$ cat src/gpe_pkg.sv
// package for the general-purpose pin port: offsets, reset values,
// timing counts and the structs that carry bus and pin groups.
// assumes a 40 MHz system clock and a byte-addressed register port.
package gpe_pkg;

  localparam int unsigned NPINS = 32;
  localparam int unsigned AW    = 6;
  localparam int unsigned DW    = 32;

  // register byte offsets
  localparam logic [AW-1:0] OFS_DIR  = 6'h00;
  localparam logic [AW-1:0] OFS_DOUT = 6'h04;
  localparam logic [AW-1:0] OFS_DIN  = 6'h08;
  localparam logic [AW-1:0] OFS_POL  = 6'h0c;
  localparam logic [AW-1:0] OFS_IFR  = 6'h10;
  localparam logic [AW-1:0] OFS_IER  = 6'h14;
  localparam logic [AW-1:0] OFS_PDD  = 6'h18;
  localparam logic [AW-1:0] OFS_XTRA = 6'h1c;
  localparam logic [AW-1:0] OFS_SET  = 6'h20;
  localparam logic [AW-1:0] OFS_CLR  = 6'h24;

  // field positions
  localparam int unsigned XTRA_BIT = 0;

  // reset values
  localparam logic [DW-1:0] RST_DIR  = 32'h0000_0000;
  localparam logic [DW-1:0] RST_DOUT = 32'h0000_0000;
  localparam logic [DW-1:0] RST_POL  = 32'h0000_0000;
  localparam logic [DW-1:0] RST_IFR  = 32'h0000_0000;
  localparam logic [DW-1:0] RST_IER  = 32'h0000_0000;
  localparam logic [DW-1:0] RST_PDD  = 32'h0000_0000;
  localparam logic          RST_XTRA = 1'h0;
  localparam logic [DW-1:0] RD_ZERO  = 32'h0000_0000;

  // timing: pulse widths in ns, then cycles rounded up
  localparam int unsigned CLK_NS      = 25;
  localparam int unsigned ACT_MIN_NS  = 2 * CLK_NS;
  localparam int unsigned INACT_MIN_NS = 1 * CLK_NS;
  localparam int unsigned ACT_CYC =
    (ACT_MIN_NS + CLK_NS - 1) / CLK_NS;
  localparam int unsigned INACT_CYC =
    (INACT_MIN_NS + CLK_NS - 1) / CLK_NS;

  typedef struct packed {
    logic          wr;
    logic          rd;
    logic [AW-1:0] addr;
    logic [DW-1:0] wdata;
  } gpe_req_t;

  typedef struct packed {
    logic [NPINS-1:0] out;
    logic [NPINS-1:0] oe;
    logic [NPINS-1:0] pd_en;
  } gpe_pins_t;

  typedef struct packed {
    logic [NPINS-1:0] dir;
    logic [NPINS-1:0] dout;
    logic [NPINS-1:0] pol;
    logic [NPINS-1:0] ifr;
    logic [NPINS-1:0] ier;
    logic [NPINS-1:0] pdd;
    logic             xtra;
    logic [DW-1:0]    rdata;
    gpe_pins_t        pins;
    logic             irq;
  } gpe_st_t;

endpackage : gpe_pkg

$ cat src/gpe_edge_det.sv
// per-pin input sampler and qualified edge detector.
// assumes pin levels are synchronous to CLK.
`timescale 1ns/1ps
module gpe_edge_det #(
  parameter int unsigned W     = 32,
  parameter int unsigned ACT   = 2,
  parameter int unsigned INACT = 1
) (
  input  wire logic         CLK,
  input  wire logic         RESET,
  input  wire logic [W-1:0] smp_in,
  output logic [W-1:0]      level,
  output logic [W-1:0]      rise,
  output logic [W-1:0]      fall
);

  localparam int unsigned H = ACT + INACT;

  typedef struct packed {
    logic [H-1:0][W-1:0] hist;
  } gpe_ed_st_t;

  gpe_ed_st_t st_reg;
  gpe_ed_st_t st_next;

  initial begin
    if (W < 1 || ACT < 1 || INACT < 1)
      $error("gpe_edge_det: bad width or pulse counts");
  end

  always_comb begin
    st_next = st_reg;
    st_next.hist[0] = smp_in;
    for (int i = 1; i < H; i++) begin
      st_next.hist[i] = st_reg.hist[i-1];
    end
  end

  always_ff @(posedge CLK) begin
    if (RESET) begin
      st_reg <= '0;
    end else begin
      st_reg <= st_next;
    end
  end

  assign level = st_reg.hist[0];

  // an edge counts only after ACT equal samples preceded by INACT opposite
  for (genvar b = 0; b < W; b++) begin : g_bit
    logic [H-1:0] h;
    for (genvar k = 0; k < H; k++) begin : g_tap
      assign h[k] = st_reg.hist[k][b];
    end
    assign rise[b] = (&h[ACT-1:0]) & ~(|h[H-1:ACT]);
    assign fall[b] = ~(|h[ACT-1:0]) & (&h[H-1:ACT]);
  end

endmodule : gpe_edge_det

$ cat src/gpe_port.sv
// general-purpose pin port: direction, output data, input sampling,
// per-pin edge interrupts with mask, pull-down control, extra output.
// assumes a single-cycle register port and pins synchronous to CLK.
//
// Summary of operation
// - each pin is set as input or output by its direction bit
// - an output pin drives the bit software wrote to the output register
// - reading the input register returns the sampled level of input pins
// - each pin raises an edge interrupt, rising or falling chosen per pin
// - each pin interrupt has its own enable bit
// - pull-downs are on after reset, each one can be switched off
// - thirty-two two-way pins plus one output-only pin under software
// - many pins, at least twenty, update in a single register access
// - a qualifying pulse sets its flag and raises an interrupt
// - port function applies only to pins the multiplexer selects; reset sets the pull-down enable of every pin, selected or not
//
// The strobed register port and the register addresses were left to the implementer.
`timescale 1ns/1ps
module gpe_port #(
  parameter int unsigned N_PINS = gpe_pkg::NPINS
) (
  input  wire logic                       CLK,
  input  wire logic                       RESET,
  input  wire gpe_pkg::gpe_req_t          REG_REQ,
  output logic [gpe_pkg::DW-1:0]          REG_RDATA,
  input  wire logic [gpe_pkg::NPINS-1:0]  PIN_IN,
  input  wire logic [gpe_pkg::NPINS-1:0]  PIN_SEL,
  output gpe_pkg::gpe_pins_t              PINS,
  output logic                            EXTRA_OUTPUT_PIN,
  output logic                            IRQ
);

  localparam int unsigned NP = gpe_pkg::NPINS;

  // pins beyond N_PINS stay idle
  localparam logic [NP-1:0] PIN_MASK =
    NP'((64'h1 << N_PINS) - 64'h1);

  initial begin
    if (N_PINS < 1 || N_PINS > gpe_pkg::NPINS)
      $error("gpe_port: N_PINS out of range");
  end

  gpe_pkg::gpe_st_t st_reg;
  gpe_pkg::gpe_st_t st_next;

  logic [NP-1:0] smp_level;
  logic [NP-1:0] smp_rise;
  logic [NP-1:0] smp_fall;

  // inputs are only meaningful on selected pins set as inputs
  logic [NP-1:0] in_live;
  logic [NP-1:0] pin_evt;

  gpe_edge_det #(
    .W     (NP),
    .ACT   (gpe_pkg::ACT_CYC),
    .INACT (gpe_pkg::INACT_CYC)
  ) u_edge (
    .CLK    (CLK),
    .RESET  (RESET),
    .smp_in (PIN_IN),
    .level  (smp_level),
    .rise   (smp_rise),
    .fall   (smp_fall)
  );

  assign in_live = ~st_reg.dir & PIN_SEL & PIN_MASK;

  // polarity bit one selects the falling edge
  assign pin_evt = in_live &
    ((smp_rise & ~st_reg.pol) | (smp_fall & st_reg.pol));

  logic wr_hit;
  logic rd_hit;
  logic [gpe_pkg::DW-1:0] wd;
  logic [gpe_pkg::AW-1:0] ad;

  assign wr_hit = REG_REQ.wr;
  assign rd_hit = REG_REQ.rd;
  assign wd     = REG_REQ.wdata;
  assign ad     = REG_REQ.addr;

  always_comb begin
    logic [NP-1:0] w1c;
    w1c = '0;
    st_next = st_reg;

    // register writes
    if (wr_hit) begin
      case (ad)
        gpe_pkg::OFS_DIR: begin
          st_next.dir = wd[NP-1:0] & PIN_MASK;
        end
        gpe_pkg::OFS_DOUT: begin
          st_next.dout = wd[NP-1:0] & PIN_MASK;
        end
        gpe_pkg::OFS_POL: begin
          st_next.pol = wd[NP-1:0] & PIN_MASK;
        end
        gpe_pkg::OFS_IFR: begin
          w1c = wd[NP-1:0];
        end
        gpe_pkg::OFS_IER: begin
          st_next.ier = wd[NP-1:0] & PIN_MASK;
        end
        gpe_pkg::OFS_PDD: begin
          st_next.pdd = wd[NP-1:0] & PIN_MASK;
        end
        gpe_pkg::OFS_XTRA: begin
          st_next.xtra = wd[gpe_pkg::XTRA_BIT];
        end
        gpe_pkg::OFS_SET: begin
          st_next.dout = st_reg.dout | (wd[NP-1:0] & PIN_MASK);
        end
        gpe_pkg::OFS_CLR: begin
          st_next.dout = st_reg.dout & ~wd[NP-1:0];
        end
        default: begin
          st_next.dir = st_reg.dir;
        end
      endcase
    end

    // sticky flags: a new event wins over a clear in the same cycle
    st_next.ifr = (st_reg.ifr & ~w1c) | pin_evt;

    // read data stand only in the cycle after the strobe
    st_next.rdata = gpe_pkg::RD_ZERO;
    if (rd_hit) begin
      case (ad)
        gpe_pkg::OFS_DIR: begin
          st_next.rdata = gpe_pkg::DW'(st_reg.dir);
        end
        gpe_pkg::OFS_DOUT: begin
          st_next.rdata = gpe_pkg::DW'(st_reg.dout);
        end
        gpe_pkg::OFS_DIN: begin
          st_next.rdata = gpe_pkg::DW'(smp_level & in_live);
        end
        gpe_pkg::OFS_POL: begin
          st_next.rdata = gpe_pkg::DW'(st_reg.pol);
        end
        gpe_pkg::OFS_IFR: begin
          st_next.rdata = gpe_pkg::DW'(st_reg.ifr);
        end
        gpe_pkg::OFS_IER: begin
          st_next.rdata = gpe_pkg::DW'(st_reg.ier);
        end
        gpe_pkg::OFS_PDD: begin
          st_next.rdata = gpe_pkg::DW'(st_reg.pdd);
        end
        gpe_pkg::OFS_XTRA: begin
          st_next.rdata[gpe_pkg::XTRA_BIT] = st_reg.xtra;
        end
        default: begin
          st_next.rdata = gpe_pkg::RD_ZERO;
        end
      endcase
    end

    // pin drivers follow the registers, updated on the same edge
    st_next.pins.oe =
      st_next.dir & PIN_SEL & PIN_MASK;
    st_next.pins.out = st_next.dout & st_next.pins.oe;
    st_next.pins.pd_en =
      ~st_next.pdd & PIN_SEL & PIN_MASK;

    // level request while any enabled flag is set
    st_next.irq = |(st_next.ifr & st_next.ier);
  end

  always_ff @(posedge CLK) begin
    if (RESET) begin
      st_reg.dir        <= gpe_pkg::RST_DIR;
      st_reg.dout       <= gpe_pkg::RST_DOUT;
      st_reg.pol        <= gpe_pkg::RST_POL;
      st_reg.ifr        <= gpe_pkg::RST_IFR;
      st_reg.ier        <= gpe_pkg::RST_IER;
      st_reg.pdd        <= gpe_pkg::RST_PDD;
      st_reg.xtra       <= gpe_pkg::RST_XTRA;
      st_reg.rdata      <= gpe_pkg::RD_ZERO;
      st_reg.pins.out   <= '0;
      st_reg.pins.oe    <= '0;
      st_reg.pins.pd_en <= '1;
      st_reg.irq        <= 1'b0;
    end else begin
      st_reg <= st_next;
    end
  end

  assign REG_RDATA        = st_reg.rdata;
  assign PINS             = st_reg.pins;
  assign EXTRA_OUTPUT_PIN = st_reg.xtra;
  assign IRQ              = st_reg.irq;

endmodule : gpe_port

$ cat config.mk
export PLATFORM = sky130hd
export DESIGN_NAME = gpe_port
export DESIGN_NICKNAME = d
export VERILOG_FILES = /design/src/gpe_pkg.sv /design/src/gpe_edge_det.sv /design/src/gpe_port.sv
export SDC_FILE = /design/constraint.sdc
export NUM_CORES = 1
export LEC_CHECK = 0
export BUFFER_PORTS_ARGS = -buffer_cell sky130_fd_sc_hd__buf_2
export CORE_MARGIN = 2
export CORE_UTILIZATION = 45
export CTS_CLUSTER_SIZE = 24
export DETAILED_ROUTE_END_ITERATION = 10
export GPL_ROUTABILITY_DRIVEN = 1
export HOLD_SLACK_MARGIN = 0.02
export PLACE_DENSITY_LB_ADDON = 0.05
export SLEW_MARGIN = 40
export SYNTH_ARGS = -nofsm -noshare
export SYNTH_HDL_FRONTEND = slang
export SYNTH_SLANG_ARGS = --single-unit
$ cat constraint.sdc
create_clock -name CLK -period 7.65 [get_ports CLK]
set_input_delay 1.53 -clock CLK [delete_from_list [all_inputs] [get_ports CLK]]
set_output_delay 1.53 -clock CLK [all_outputs]
set_load 0.01 [all_outputs]
==> summary by stage <==
Timing
The number of pins exceeding their max-slew limit in the final report is 0. The remaining max-slew budget at the tightest pin is 0.4892. The number of hold violations in the final report is 0.

The maximum clock rate is 223.7 MHz. Setup violations remaining at the end of the flow were counted as 0. Setup repair after global routing left no endpoint under its margin.

The share of the clock period used by the worst path after layout is 0.5844. The post-route clock skew is 0.006524 ns. The final critical delay including setup and external delays is 4.471 ns. For the final routed database, the setup TNS stands at 0 ns. At the pin with the least slew margin, the transition time is 0.7662 ns.

CTS
The number of H-tree levels is 2. The clock passes through at most 3 buffers. The total CTS buffers is 45. Clock tree synthesis selected as its root buffer the cell clkbuf_16. The quantity of gates resized following cts is 0. The clock slew seen by the registers of the worst setup and hold paths is 0.06 ns.

The number of hold buffers added after CTS was 0. The later pin in the worst-skew pair is clocked with a latency of 0.57 ns. The clock tree from TritonCTS is yes. The clock drives 418 sinks.

The post-CTS repair timing setup buffer count is 0.

Power
The analysis attributes to cell leakage a power of 7.726 nW. The combinational power share is 0.046. The internal cell power is 0.003721 W. Of the total power, the share spent switching nets is 0.2202.

The share of total power dissipated in the clock network is 0.486. Dividing total power by cell area gives a power density of 247.1 mW/mm^2. For this design the total switching power over the nets is 0.001051 W. The register share of total power is 0.468. The power after layout is 0.004772 W.

The maximum vdd ir drop is 0.0001629 V.

Finish
The number of nets in the layout is 2026. The most frequent standard cell in the layout excluding fill and tap cells is dfxtp_1. The register with the most flip-flops in the layout has 192 of them.

Of the cells placed in the final design, the portion with a size suffix greater than 1 is 0.1882. Leaving out fill and tap cells, the most frequent cells in the layout are 418 x dfxtp_1, 245 x nand2_1, 233 x buf_2. The area growth from synthesis to layout is 13.44%. The filler cells instantiated in the layout total 3634.

Run status
The run finished with clean final reports.

Floorplan
The core region is 0.03749 mm^2. Row generation in the floorplan step produced 71 rows. The die covers 0.03940 mm^2. The die boundary width is 198.5 um. The initial utilization of the core area, before any placement, comes to 0.4540.

The number of I/O pins is 236. The y dimension of the die is 198.5 um.

Synth
The synthesized netlist cell count is 1856. The Yosys step of the flow raised 0 warnings. The netlist uses 50 different library cells.

Counting flops with a built-in enable in the synthesized netlist gives 0. The part of the Yosys area used for sequential elements is 0.4916. After synthesis, the share of flip-flops with an asynchronous set or reset is 0. The most common flop cell mapped by yosys is dfxtp_1. A synthesized cell averages 9.171 um^2. The number of nets produced by synthesis is 1962. The register bit total from synthesis is 418. The post-synth design cell area is 0.01702 mm^2.

Critical path
The number of cell instances on the worst register-to-register path is 6. The worst setup path is captured at a flop. The largest fanout of any net on the critical path is 24. The startpoint identified for the worst register-to-register timing path is u_edge.level[15]$_SDFF_PP0_. The required time at the endpoint of the critical path is 8.11 ns. The library cell contributing the largest single delay on the critical path is nand3b_1. The critical path launch point is REG_REQ[35]. Data on the critical path arrives at its endpoint at 4.93 ns. For this run, the slowest stage of the critical path takes 0.66 ns. The worst setup path is launched from an input pin. The critical path goes through buf_2 > buf_4 > nor3_2 > nand3b_1 > a21boi_4 > buf_4 > o21ai_0 > a22o_1 > and3_1. The critical path is of the in2reg type. The most numerous cell on the critical path is buf_4.

Worst hold path
Along the worst hold path, the cell count comes to 1. In this run the most critical hold path is launched from u_edge.g_bit[11].h[1]$_SDFF_PP0_. The tightest min-delay check is of the reg2reg type.

GRT
Entering global routing, the biggest net connects 172 pins. The total overflow reported by the global router is 0. The first global-routing pass estimated 74780 um of wire. The number of global-route vias before repair is 12820. The number of antenna violations at the first check in global routing is 3. For this run, the total global-route usage over all layers was measured as 0.2475.

Place
Routability-driven placement finished with a final weighted congestion of 0.8260. After legalization and detailed placement, the total HPWL measured 31360 um. The count of port buffers added during placement is 235.

Route
The detail route stage leaves a number of antenna-violating nets equal to 0. After detailed routing, the number of remaining DRC violations is 0. The detailed-route wire length per cell is 20.02 um. After detailed routing, the total wire length is 49310 um. After the first detailed-routing iteration, the DRC count stood at 1165. The total number of vias is 13250. The first-pass iteration count of the detailed router is 6. In the routed layout, each cell is associated on average with a via count of 5.378.

Run
Across the run, the number of max-cap violations was 0.
-- routing by layer --
layer / vias to the layer above / GRT usage / part of all wire
li1: 6427 / - / -
met2: 437 / 0.3948 / 0.45
met4: 2 / 0.07822 / 0.018
met1: 6320 / 0.3453 / 0.47
met5: - / 0 / 0.00014
met3: 59 / 0.03679 / 0.063
-- kinds of logic after synthesis --
| group | count (synthesis) | share of synthesized area |
|---|---|---|
| AO/OA/AOI/OAI | 418 | 0.1576 |
| buffers and inverters | 282 | 0.09240 |
| flip-flops | 418 | 0.4916 |
| multiplexers | 66 | 0.03999 |
| AND/OR/NAND/NOR | 672 | 0.2184 |
-- power by group through the flow --
stage                     logic [W]  clock network (W)  registers, W
after floorplan            0.000125                  0       0.00227
after global placement     0.000215                  0       0.00228
after detailed placement   0.000219                  0       0.00228
after CTS                  0.000219            0.00236       0.00223
after global routing       0.000239            0.00244       0.00224
final                      0.000220            0.00232       0.00223
-- cells in the mapped netlist, types with 33 or more instances --
| master | instances | area (um^2) |
|---|---|---|
| nor4bb_1 | 35 | 350.3 |
| and3_1 | 33 | 206.5 |
| and2_1 | 35 | 219.0 |
| o21ai_0 | 108 | 540.5 |
| nand2_1 | 247 | 927.1 |
| mux2i_1 | 50 | 500.5 |
| a22o_1 | 55 | 481.7 |
| a21oi_1 | 123 | 615.6 |
| nor2b_1 | 155 | 969.7 |
| clkbuf_1 | 92 | 345.3 |
| inv_1 | 41 | 153.9 |
| dfxtp_1 | 418 | 8368 |
| nor2_1 | 78 | 292.8 |
| buf_4 | 133 | 998.5 |
-- final timing paths --
path	slack [ns]	endpoint
worst max-delay path	3.18	PINS[94]$_SDFF_PP0_
worst min-delay path	0.47	u_edge.g_bit[11].h[2]$_SDFF_PP0_
worst max register to register	5.62	IRQ$_SDFF_PP0_
worst min register to register	0.47	u_edge.g_bit[11].h[2]$_SDFF_PP0_
-- area by class of cell --
class	instances	area (um^2)	area share
Multi-Input combinational cell	1156	7157	0.3706
Clock buffer	63	1316	0.06817
Sequential cell	418	8368	0.4334
Inverter	41	153.9	0.007970
Antenna cell	2	5.005	0.0002592
Timing Repair Buffer	258	1421	0.07361
Tap cell	511	639.4	0.03311
Clock inverter	14	249.0	0.01289
-- metrics by stage --
stage               hold slack (ns)    util  setup WS, ns  cell area, um^2  cells
finish                       0.4704  0.5151         3.179            19310   2463
global route                 0.4777  0.5151         3.013            19310   2463
CTS                          0.4711  0.5142         3.270            19280   2460
detailed placement           0.4650  0.4725         2.672            17710   2383
global placement             0.4522  0.4705         2.734            17640   2379
floorplan                    0.4316       -         4.070            17020   1856
-- worst max-delay path, delay by kind of cell --
family	cells	cell delay, ns
AOI/OAI and AO/OA	3	1.01
buffers and inverters	3	1.06
and+or+nand+nor	3	1.29
Power figures use the tool's default switching activity.
